**src/lcirq_pkg.sv**
```systemverilog
// Shared constants for the link configuration and interrupt register block
package lcirq_pkg;
    // Register indices; the Wishbone byte address is four times the index
    localparam logic [7:0] IDX_INT_FLAGS = 8'h02;
    localparam logic [7:0] IDX_LAT_SEL = 8'h12;
    localparam logic [7:0] IDX_INT_CFG = 8'h13;
    localparam logic [7:0] IDX_TX_PWR = 8'h16;
    localparam logic [7:0] IDX_RX_PWR = 8'h49;
    // Reset values
    localparam logic [7:0] RST_INT_FLAGS = 8'h00;
    localparam logic [7:0] RST_LAT_SEL = 8'h00;
    localparam logic [7:0] RST_INT_CFG = 8'h00;
    localparam logic [7:0] RST_TX_PWR = 8'h03;
    localparam logic [7:0] RST_RX_PWR = 8'h00;
    // Field positions in the flag and config registers
    localparam int BIT_POLARITY = 7;
    localparam int BIT_LINK_BROKEN = 6;
    localparam int BIT_POOR_LINK = 5;
    localparam int BIT_XFER_DONE = 4;
    localparam int BIT_INPUT_CHG = 3;
    // Bits that hold state; all others read as zero
    localparam logic [7:0] MASK_EVENTS = 8'h78;
    localparam logic [7:0] MASK_CFG = 8'hF8;
    // Latency codes
    localparam logic [1:0] LAT_NOMINAL = 2'h0;
    localparam logic [1:0] LAT_HIGH = 2'h1;
    localparam logic [1:0] LAT_SHORT = 2'h2;
    // Sample rate select codes
    localparam logic [1:0] FS_48K = 2'h0;
    localparam logic [1:0] FS_44K1 = 2'h1;
    localparam logic [1:0] FS_32K = 2'h2;
    // End-to-end delays in microseconds, per code and sample rate
    localparam logic [14:0] DLY_NOM_48_US = 15'h30D4;
    localparam logic [14:0] DLY_NOM_44_US = 15'h32C8;
    localparam logic [14:0] DLY_NOM_32_US = 15'h3E80;
    localparam logic [14:0] DLY_HIGH_48_US = 15'h4E20;
    localparam logic [14:0] DLY_HIGH_44_US = 15'h53FC;
    localparam logic [14:0] DLY_HIGH_32_US = 15'h6D60;
    localparam logic [14:0] DLY_SHORT_48_US = 15'h1B58;
    localparam logic [14:0] DLY_SHORT_44_US = 15'h1B58;
    localparam logic [14:0] DLY_SHORT_32_US = 15'h1F40;
    // Clock period and derived cycles per microsecond
    localparam int CLK_PERIOD_PS = 4000;
    localparam int US_PS = 1000000;
    localparam int CYC_PER_US = US_PS / CLK_PERIOD_PS;
    // Output power codes in dBm, signed
    localparam logic [5:0] DBM_CODE0 = 6'h2C;
    localparam logic [5:0] DBM_CODE1 = 6'h36;
    localparam logic [5:0] DBM_CODE2 = 6'h3B;
    localparam logic [5:0] DBM_CODE3 = 6'h00;
    // Bus slave states, one-hot
    typedef enum logic [1:0] {
        BUS_IDLE = 2'b01,
        BUS_ACK = 2'b10
    } lcirq_bus_e;
endpackage : lcirq_pkg

```
**src/lcirq_regs.sv**
```systemverilog
// Link configuration and interrupt registers behind a Wishbone slave
`timescale 1ns/1ps
`default_nettype none
module lcirq_regs
#(
    // Cycles per microsecond; lower it to shorten latency counts in simulation
    parameter int LAT_CYC_PER_US = lcirq_pkg::CYC_PER_US
)
(
    // Clock, reset and enable
    input wire logic clk_i,
    input wire logic rst_i,
    input wire logic ce_i,
    // Wishbone classic slave
    input wire logic wb_cyc_i,
    input wire logic wb_stb_i,
    input wire logic wb_we_i,
    input wire logic [9:0] wb_adr_i,
    input wire logic [3:0] wb_sel_i,
    input wire logic [31:0] wb_dat_i,
    output logic [31:0] wb_dat_o,
    output logic wb_ack_o,
    // Event pulses from the link logic, same clock
    input wire logic ev_link_broken_i,
    input wire logic ev_poor_link_i,
    input wire logic ev_xfer_done_i,
    input wire logic ev_input_chg_i,
    // Role strap pin, high in the audio_transmitter_role
    input wire logic audio_transmitter_role_i,
    // Audio sample rate select, same clock
    input wire logic [1:0] fs_sel_i,
    // Interrupt pin, level set by polarity
    output logic irq_o,
    output logic irq_oe_o,
    // Internal interrupt, active high
    output logic int_o,
    // Configuration outputs to the link
    output logic [1:0] latency_code_o,
    output logic [23:0] latency_cycles_o,
    output logic [1:0] tx_power_code_o,
    output logic [1:0] rx_power_code_o,
    output logic [5:0] tx_power_dbm_o,
    output logic [5:0] rx_power_dbm_o
);
    // Bus state
    lcirq_pkg::lcirq_bus_e bus_r;
    lcirq_pkg::lcirq_bus_e bus_nxt;
    // Registers
    logic [7:0] flags_r;
    logic [7:0] flags_nxt;
    logic [7:0] lat_r;
    logic [7:0] cfg_r;
    logic [7:0] txp_r;
    logic [7:0] rxp_r;
    // Read data and derived outputs
    logic [31:0] rdat_r;
    logic irq_r;
    logic irq_oe_r;
    logic int_r;
    logic [23:0] lat_cyc_r;
    logic [5:0] txdbm_r;
    logic [5:0] rxdbm_r;
    // Synchronised role strap
    logic role_tx;

    // Power code to dBm; used for both ends
    function automatic logic [5:0] pwr_dbm(input logic [1:0] code);
        logic [5:0] d;
        d = lcirq_pkg::DBM_CODE3;
        case (code)
            2'h0: d = lcirq_pkg::DBM_CODE0;
            2'h1: d = lcirq_pkg::DBM_CODE1;
            2'h2: d = lcirq_pkg::DBM_CODE2;
            default: d = lcirq_pkg::DBM_CODE3;
        endcase
        return d;
    endfunction : pwr_dbm

    // Delay in microseconds for a code and a sample rate
    function automatic logic [14:0] lat_us(input logic [1:0] code, input logic [1:0] fs);
        logic [14:0] u;
        u = lcirq_pkg::DLY_NOM_48_US;
        case (code)
            lcirq_pkg::LAT_HIGH:
                u = (fs == lcirq_pkg::FS_32K) ? lcirq_pkg::DLY_HIGH_32_US :
                    (fs == lcirq_pkg::FS_44K1) ? lcirq_pkg::DLY_HIGH_44_US :
                    lcirq_pkg::DLY_HIGH_48_US;
            lcirq_pkg::LAT_SHORT:
                u = (fs == lcirq_pkg::FS_32K) ? lcirq_pkg::DLY_SHORT_32_US :
                    (fs == lcirq_pkg::FS_44K1) ? lcirq_pkg::DLY_SHORT_44_US :
                    lcirq_pkg::DLY_SHORT_48_US;
            // Code 3 is undefined; it falls back to nominal
            default:
                u = (fs == lcirq_pkg::FS_32K) ? lcirq_pkg::DLY_NOM_32_US :
                    (fs == lcirq_pkg::FS_44K1) ? lcirq_pkg::DLY_NOM_44_US :
                    lcirq_pkg::DLY_NOM_48_US;
        endcase
        return u;
    endfunction : lat_us

    // Role strap comes from a pin, so it is synchronised first
    lcirq_sync u_role_sync
    (
        .clk_i(clk_i),
        .rst_i(rst_i),
        .ce_i(ce_i),
        .d_i(audio_transmitter_role_i),
        .q_o(role_tx)
    );

    // Request taken in idle, so each request is answered once
    wire req = wb_cyc_i && wb_stb_i && (bus_r == lcirq_pkg::BUS_IDLE);
    wire wr = req && wb_we_i && wb_sel_i[0];
    wire rd = req && !wb_we_i;
    // Register index from the word address
    wire [7:0] idx = wb_adr_i[9:2];
    wire hit_flags = (idx == lcirq_pkg::IDX_INT_FLAGS);
    wire hit_lat = (idx == lcirq_pkg::IDX_LAT_SEL);
    wire hit_cfg = (idx == lcirq_pkg::IDX_INT_CFG);
    wire hit_txp = (idx == lcirq_pkg::IDX_TX_PWR);
    wire hit_rxp = (idx == lcirq_pkg::IDX_RX_PWR);

    // Read mux; unmapped addresses return zero
    wire [7:0] rsel = hit_flags ? (flags_r & lcirq_pkg::MASK_EVENTS) :
        hit_lat ? lat_r :
        hit_cfg ? (cfg_r & lcirq_pkg::MASK_CFG) :
        hit_txp ? txp_r :
        hit_rxp ? rxp_r : 8'h00;

    // Incoming event pulses in flag layout
    wire [7:0] ev_set = {1'b0, ev_link_broken_i, ev_poor_link_i,
        ev_xfer_done_i, ev_input_chg_i, 3'h0};
    // A flag read clears exactly the bits it returned
    wire [7:0] rd_clr = (rd && hit_flags) ? flags_r : 8'h00;

    // New events win over the read clear, so none is lost
    assign flags_nxt = ((flags_r & ~rd_clr) | ev_set) & lcirq_pkg::MASK_EVENTS;

    // Enabled and pending events
    wire pending = |(flags_nxt & cfg_r & lcirq_pkg::MASK_EVENTS);
    wire polarity = cfg_r[lcirq_pkg::BIT_POLARITY];
    // Pin level: active level while pending, the opposite otherwise
    wire irq_lvl = pending ? polarity : ~polarity;

    // Bus state: answer one cycle after the request, then drop ack
    assign bus_nxt = (bus_r == lcirq_pkg::BUS_IDLE) ?
        (req ? lcirq_pkg::BUS_ACK : lcirq_pkg::BUS_IDLE) : lcirq_pkg::BUS_IDLE;

    // Bus state register
    always_ff @(posedge clk_i)
    begin
        if (rst_i)
            bus_r <= lcirq_pkg::BUS_IDLE;
        else if (ce_i)
        begin
            case (bus_r)
                lcirq_pkg::BUS_IDLE: bus_r <= bus_nxt;
                lcirq_pkg::BUS_ACK: bus_r <= bus_nxt;
                default: bus_r <= lcirq_pkg::BUS_IDLE;
            endcase
        end
    end

    // Read data is held until the next read so the master sees it with ack
    always_ff @(posedge clk_i)
    begin
        if (rst_i)
            rdat_r <= 32'h0000_0000;
        else if (ce_i && rd)
            rdat_r <= {24'h00_0000, rsel};
    end

    // Sticky event flags
    always_ff @(posedge clk_i)
    begin
        if (rst_i)
            flags_r <= lcirq_pkg::RST_INT_FLAGS;
        else if (ce_i)
            flags_r <= flags_nxt;
    end

    // Latency select keeps the full byte written
    always_ff @(posedge clk_i)
    begin
        if (rst_i)
            lat_r <= lcirq_pkg::RST_LAT_SEL;
        else if (ce_i && wr && hit_lat)
            lat_r <= wb_dat_i[7:0];
    end

    // Interrupt config; reserved low bits are not stored
    always_ff @(posedge clk_i)
    begin
        if (rst_i)
            cfg_r <= lcirq_pkg::RST_INT_CFG;
        else if (ce_i && wr && hit_cfg)
            cfg_r <= wb_dat_i[7:0] & lcirq_pkg::MASK_CFG;
    end

    // Transmitter power select
    always_ff @(posedge clk_i)
    begin
        if (rst_i)
            txp_r <= lcirq_pkg::RST_TX_PWR;
        else if (ce_i && wr && hit_txp)
            txp_r <= wb_dat_i[7:0];
    end

    // Receiver power select, reached from this same port
    always_ff @(posedge clk_i)
    begin
        if (rst_i)
            rxp_r <= lcirq_pkg::RST_RX_PWR;
        else if (ce_i && wr && hit_rxp)
            rxp_r <= wb_dat_i[7:0];
    end

    // Interrupt outputs; the pin is released in the receiver role
    always_ff @(posedge clk_i)
    begin
        if (rst_i)
        begin
            irq_r <= 1'b1;
            irq_oe_r <= 1'b0;
            int_r <= 1'b0;
        end
        else if (ce_i)
        begin
            irq_r <= irq_lvl;
            irq_oe_r <= role_tx;
            int_r <= pending;
        end
    end

    // Derived configuration: delay in cycles and power in dBm
    // The product stays below 2^24 for every table entry at the default rate
    always_ff @(posedge clk_i)
    begin
        if (rst_i)
        begin
            lat_cyc_r <= 24'h00_0000;
            txdbm_r <= lcirq_pkg::DBM_CODE3;
            rxdbm_r <= lcirq_pkg::DBM_CODE0;
        end
        else if (ce_i)
        begin
            lat_cyc_r <= 24'(lat_us(lat_r[1:0], fs_sel_i)) * 24'(LAT_CYC_PER_US);
            txdbm_r <= pwr_dbm(txp_r[1:0]);
            rxdbm_r <= pwr_dbm(rxp_r[1:0]);
        end
    end

    // All outputs come straight from flip-flops
    assign wb_ack_o = bus_r[1]; // One-hot acknowledge state bit, no decode
    assign wb_dat_o = rdat_r;
    assign irq_o = irq_r;
    assign irq_oe_o = irq_oe_r;
    assign int_o = int_r;
    assign latency_code_o = lat_r[1:0];
    assign latency_cycles_o = lat_cyc_r;
    assign tx_power_code_o = txp_r[1:0];
    assign rx_power_code_o = rxp_r[1:0];
    assign tx_power_dbm_o = txdbm_r;
    assign rx_power_dbm_o = rxdbm_r;
endmodule : lcirq_regs
`default_nettype wire

```
**src/lcirq_sync.sv**
```systemverilog
// Two-flop synchroniser for a level from another clock domain
`timescale 1ns/1ps
`default_nettype none
module lcirq_sync
(
    // Clock, reset and enable
    input wire logic clk_i,
    input wire logic rst_i,
    input wire logic ce_i,
    // Asynchronous level in, synchronised level out
    input wire logic d_i,
    output logic q_o
);
    // First stage, read only by the second stage
    logic meta_r;
    // Second stage, safe to use
    logic sync_r;

    // Both stages freeze with the clock enable like the rest of the block
    always_ff @(posedge clk_i)
    begin
        if (rst_i)
        begin
            meta_r <= 1'b0;
            sync_r <= 1'b0;
        end
        else if (ce_i)
        begin
            meta_r <= d_i;
            sync_r <= meta_r;
        end
    end

    assign q_o = sync_r;
endmodule : lcirq_sync
`default_nettype wire

```
**config.mk**
```make
export PLATFORM = sky130hd
export DESIGN_NAME = lcirq_regs
export DESIGN_NICKNAME = d
export VERILOG_FILES = /design/src/lcirq_pkg.sv /design/src/lcirq_regs.sv /design/src/lcirq_sync.sv
export SDC_FILE = /design/constraint.sdc
export NUM_CORES = 1
export LEC_CHECK = 0
export BUFFER_PORTS_ARGS = -buffer_cell sky130_fd_sc_hd__buf_2
export CAP_MARGIN = 20
export CELL_PAD_IN_SITES_DETAIL_PLACEMENT = 1
export CELL_PAD_IN_SITES_GLOBAL_PLACEMENT = 1
export CORE_ASPECT_RATIO = 1.75
export CORE_UTILIZATION = 44
export CTS_BUF_LIST = sky130_fd_sc_hd__clkbuf_16
export DETAILED_ROUTE_END_ITERATION = 12
export GPL_TIMING_DRIVEN = 1
export PLACE_DENSITY = 0.9
export RECOVER_POWER = 50
export SLEW_MARGIN = 25
export SYNTH_ARGS = -nofsm -noshare
export SYNTH_HDL_FRONTEND = slang
export SYNTH_SLANG_ARGS = --single-unit
export TNS_END_PERCENT = 30
```
**constraint.sdc**
```tcl
create_clock -name clk_i -period 8.4 [get_ports clk_i]
set_input_delay 1.26 -clock clk_i [delete_from_list [all_inputs] [get_ports clk_i]]
set_output_delay 1.26 -clock clk_i [all_outputs]
set_load 0.01 [all_outputs]
```
### After elaboration in Yosys (flattened, before gate mapping)

Index checks and enable logic that the tools add are counted.

| operators by class | value |
|---|---|
| add/subtract/negate cells | 0 |
| multipliers | 1 |
| div/mod/pow operators | 0 |
| magnitude comparators | 0 |
| eq/ne operators | 15 |
| shift-type cells | 0 |
| multiplexer cells | 20 |
| bitwise operators | 5 |
| reduce and logical (&&, ||, !) cells | 17 |

Operator list:

| kind | count |
|---|---|
| $mux 8 | 5 |
| $pmux 6 s3 | 2 |
| $mux 15 | 2 |
| $pmux 15 s2 | 1 |
| $eq 8x5->1 const B | 3 |
| $mul 15x7->22 const B | 1 |
| $and 7x7->7 | 2 |
| $mux 14 | 1 |
| $mux 13 | 1 |
| $logic_and 1x1->1 | 12 |
| $mux 12 | 1 |
| $mux 11 | 1 |
| $eq 2x1->1 const B | 5 |
| $eq 2x2->1 const B | 5 |
| $mux 10 | 1 |
| $eq 8x2->1 const B | 1 |
| $eq 8x7->1 const B | 1 |
| $mux 7 | 1 |
| $not 7->7 | 1 |
| $or 7x7->7 | 1 |
| $mux 2 | 3 |
| $logic_not 2->1 | 2 |
| $reduce_or 4->1 | 1 |
| $reduce_or 2->1 | 1 |
| 3 further kinds | 3 |

| word-level totals | value |
|---|---|
| register bits | 82 |
| latch bits | 0 |
| memory bits (writable) | 0 |
| ROM bits | 0 |
| input bits | 59 |
| memories kept | 0 |

### Depth between registers and ports, before layout

| depth | value |
|---|---|
| word-level depth | 11 |
| gate-level depth with buffers | 23 |

### By module

Synthesis repeated with hierarchy kept, for this count alone.

| unflattened totals | value |
|---|---|
| cells, all modules | 674 |
| area total of the unflattened synthesis | 5839.4 um2 |

Modules (own cells, without submodules):

| module | instances | cells an instance | area an instance (um2) | seq. area each (um2) |
|---|---|---|---|---|
| lcirq_regs | 1 | 668 | 5771.8 | 1521.5 |
| lcirq_sync | 1 | 6 | 67.6 | 40.0 |

### Least setup slack after synthesis

No wires, ideal clock.

| timing path | value |
|---|---|
| path type | input-to-reg |
| start | in fs_sel_i[1] |
| end | reg lat_cyc_r[17] (netlist: latency_cycles_o[17]) |
| setup time | 0.122 ns |
| arrival | 5.928 ns |
| setup slack | 2.350 ns |
| cell stages on the path | 20 |
| path buffers | 0 |
| path through | inv_1 > ha_1 > a21o_1 > inv_1 > a211oi_1 > inv_1 > fa_1 > inv_1 > fa_1 > inv_1 > fa_1 > fa_1 > inv_1 > ha_1 > o21ai_0 > nor2_1 > a221oi_2 > o21ai_1 > nor4b_1 > a311o_1 |

| on the way | value |
|---|---|
| cells in the longest elaborated chain, start to end | 7 |

Ends and longest elaborated chain:

| item | line | source |
|---|---|---|
| from (decl) | lcirq_regs.sv:31 | `input wire logic [1:0] fs_sel_i,` |
| $eq 2x1->1 | lcirq_regs.sv:86, lcirq_regs.sv:95 |  |
| $mux 10 or $mux 13 (tied branches) | lcirq_regs.sv:95, lcirq_regs.sv:86 |  |
| $mux 12 or $mux 14 (tied branches) | lcirq_regs.sv:94, lcirq_regs.sv:85 |  |
| $pmux 15 s2 * | lcirq_regs.sv:83 | `case (code)` |
| $mux 15 * | lcirq_regs.sv:245 | `else if (ce_i)` |
| $mux 15 * | lcirq_regs.sv:239 | `if (rst_i)` |
| $mul 15x7->22 * | lcirq_regs.sv:247 | `lat_cyc_r <= 24'(lat_us(lat_r[1:0], fs_sel_i)) * 24'(LAT_CYC_PER_US);` |
| to (signal assigned) | lcirq_regs.sv:247 |  |
| to (decl) | lcirq_regs.sv:60 | `logic [23:0] lat_cyc_r;` |

Mark *: on every way between the ends. The rest lies on a longest branch, timed or not. The select of a mux whose other input is x is not followed.
A chain may end at the register's enable or synchronous reset.

### Worst setup path after layout

| timing path | value |
|---|---|
| start | in fs_sel_i[1] |
| end | reg lat_cyc_r[21] (netlist: latency_cycles_o[21]) |

The elaborated chain is that of the path after synthesis.

==> run_results.csv <==
group,metric,value,unit
yosys,avgSynthCellArea,9.045,sq um
worst_setup_path,cp-start-kind,"input pin",
final_layout,fillCellCount,1635,
worst_setup_path,endpoint_kind,"register",
timing,fin_tns_setup,0,ns
worst_setup_path,required,8.51,ns
worst_setup_path,cpLargestDelayFamily,"adder cells",
final_layout,syn2layout_area_growth,10.06,%
status,status,"finished, violations left",
power_and_ir_drop,finalPower,1.395,mW
clock_tree,post_cts_resized,0,
yosys,synth_top_family_by_area,"adder cells",
floorplan,start_util,45.10,%
floorplan,ioPinCount,137,
yosys,synthAdderAreaFrac,25.18,%
drt,drt_iter0_drc,139,
final_layout,fin_cells,880,
timing,whs,0.4703,ns
timing,period_share,82.91,%
timing,slew_headroom,-70.48,%
worst_setup_path,critPathSlowestCell,"a211oi_1",
floorplan,die_width,89.05,um
timing,fmax,143.6,MHz
yosys,synth_compound_area_share,13.40,%
power_and_ir_drop,peakVddDrop,115.8,uV
final_layout,regArea,1562,sq um
global_route,grt_max_degree,75,
power_and_ir_drop,powerDensity,217.2,nW/um^2
global_route,grt_pass1_wl,27410,um
yosys,synth_edf_count,0,
yosys,synth-seq-area-share,26.76,%
floorplan,die-area,13740,sq um
clock_tree,htree_num_levels,3,
clock_tree,path_clk_slew,0.06,ns
yosys,async_flop_share,0,%
placed_design,dpl.cell_count,864,
final_layout,drive_above_1_share,8.463,%
worst_setup_path,cpPeakStageDelay,0.69,ns
drt,dr.pass1.iters,5,
floorplan,fp-row-count,55,
worst_setup_path,path_cells,"buf_2 > inv_1 > ha_1 > a21o_1 > inv_1 > a211oi_1 > inv_1 > fa_1 > inv_1 > fa_1 > inv_1 > fa_1 > fa_1 > inv_1 > ha_1 > o21ai_0 > nor2_1 > a221oi_2 > o311ai_1 > xnor2_1 > a211oi_1",
yosys,yosysMostFrequentCell,"nor2_1",
timing,period_minus_slack,6.965,ns
yosys,ys_ff_latch,78,
yosys,yosysTopAreaCellShare,26.76,%
global_route,overflow,0,
timing,hold_violations,0,
global_route,grt_pass1_vias,5393,
worst_setup_path,cp_data_arrival_time,7.08,ns
clock_tree,clockBufferDepth,2,
timing,rsz0062_at_grt,"no",
drt,wl_per_cell,19.33,um
floorplan,die_height,154.3,um
final_layout,fin_util,49.63,%
placed_design,gp_congestion,0.9682,
yosys,yosys_warnings,0,
yosys,mappedNetlistArea,5834,sq um
worst_setup_path,crit_type,"input pin to register",
timing,slew_viol_final,45,
placed_design,place_area,6187,sq um
placed_design,io_buffers,79,
worst_setup_path,path_max_fanout,5,
worst_setup_path,critPathBufInv,7,
yosys,yosys-mux-area-fraction,8.471,%
global_route,track_usage,26.42,%
final_layout,final_cell_area,6421,sq um
final_layout,nets,857,
final_layout,antenna_cells,0,
timing,setup_slack,1.435,ns
clock_tree,cts_tree,"yes",
yosys,synth.area.top_cells,"dfxtp_1 27%, fa_1 13%, ha_1 12%",
final_layout,multi_input_area,3716,sq um
clock_tree,worstSkewPairLatency,0.35,ns
clock_tree,cts_made_buffers,9,
worst_setup_path,cp_common_cell,"inv_1",
yosys,ys.flop_type,"dfxtp_1",
job,maxCapViolCount,1,
clock_tree,holdBufCountCts,0,
drt,drc_errors,0,
timing,setup_violations,0,
placed_design,dpl_worst_slack,1.303,ns
clock_tree,post_cts_buffers,0,
clock_tree,cts_root_buf,"clkbuf_16",
power_and_ir_drop,p_leak,2.930,nW
floorplan,coreArea,12940,sq um
yosys,syn_inst,645,
drt,drt-total-wl,17010,um
placed_design,hpwl,13120,um
drt,vias,4817,
global_route,antenna_found_initial,0,
drt,ant_nets,0,
drt,via_per_inst,5.474,
clock_tree,cts.sinks,78,
yosys,synthXorXnorAreaFrac,1.952,%
yosys,yosysTopAreaCell,"dfxtp_1",
yosys,synth_commonest_cells,"84 x nor2_1, 78 x dfxtp_1, 75 x inv_1",
min_path,min_path_type,"register to register",
yosys,synthSimpleGateAreaFrac,12.89,%
timing,clock_skew,0.004878,ns
status,violations,"capacitance limit, slew limit",
timing,worstMarginPinSlew,2.557,ns
yosys,yosysUniqueCellTypes,56,
## path summary, 6_finish.rpt
| path | endpoint | slack, ns | startpoint | depth (start not counted) |
|---|---|---|---|---|
| max | latency_cycles_o[21]$_SDFFE_PP0P_ | 1.44 | fs_sel_i[1] | 21 |
| min | latency_cycles_o[20]$_SDFFE_PP0P_ | 0.47 | latency_cycles_o[20]$_SDFFE_PP0P_ | 2 |
| min reg2reg | latency_cycles_o[20]$_SDFFE_PP0P_ | 0.47 | latency_cycles_o[20]$_SDFFE_PP0P_ | 2 |
| max reg2reg | latency_cycles_o[21]$_SDFFE_PP0P_ | 1.51 | lat_r[0]$_SDFFE_PP0P_ | 18 |
## flip-flops by register name, indices dropped and copies added, names as in the netlist
signal and cells:
irq_oe_o 1, latency_cycles_o 20, bus_r 2, rx_power_dbm_o 5, rxp_r 8, tx_power_dbm_o 5
u_role_sync.q_o 1, irq_o 1, int_o 1, cfg_r 5, txp_r 8, lat_r 8
u_role_sync.meta_r 1, wb_dat_o 8, flags_r 4
## cell usage in the layout, fill, tap and decap left out, types with 3 or more instances in the layout
cell type,Yosys,final
a22o_1,3,3
or3_1,4,4
dfxtp_1,78,78
inv_1,75,76
buf_2,0,29
mux2_2,3,3
mux2i_1,46,46
a22oi_1,11,11
conb_1,1,28
a211oi_1,14,14
nor2_1,84,84
clkbuf_1,16,51
nand4_1,4,4
ha_1,55,55
xnor2_1,11,11
a21oi_1,27,27
nand2_1,29,29
clkbuf_16,0,9
or2_2,3,3
and3_1,3,3
a21o_1,10,10
nor3_1,7,7
fa_1,39,39
o21ai_0,24,24
nand3_1,11,11
o22ai_1,4,4
## layout make-up
cell class,instances,share of cell area (%)
multi-input combinational,458,57.87
sequential,78,24.32
timing repair buffer,81,5.359
inverter,76,4.443
clock buffer,9,3.507
tap,171,3.332
clock inverter,7,1.169
## kinds of logic after synthesis
kind of cell               Yosys count
and+or+nand+nor                    157
buffers and inverters              136
AOI/OAI and AO/OA                  117
adders and majority gates           94
DFF                                 78
muxes                               49
xor gates and xnor gates            13
other                                1
## per-layer routing
layer	part of all wire, %	vias up	track usage (%)
li1	-	2238	-
met1	35	2381	27.19
met2	56	139	49.27
met3	3.0	59	3.682
met4	5.7	0	14.81
met5	0	-	0
## worst min-delay path, cell delays in order (launching register included)
cell and delay [ns]:
dfxtp_1 0.31, nand2_1 0.06, a21oi_1 0.05
## power by group
part | total, mW | leakage, nW | switching, mW | internal, mW
Clock | 0.398 | 0.143 | 0.167 | 0.231
Sequential | 0.417 | 0.635 | 0.0187 | 0.399
Combinational | 0.579 | 2.15 | 0.357 | 0.221
Total | 1.39 | 2.93 | 0.543 | 0.851
No activity file was read; power rests on OpenSTA's default activity.
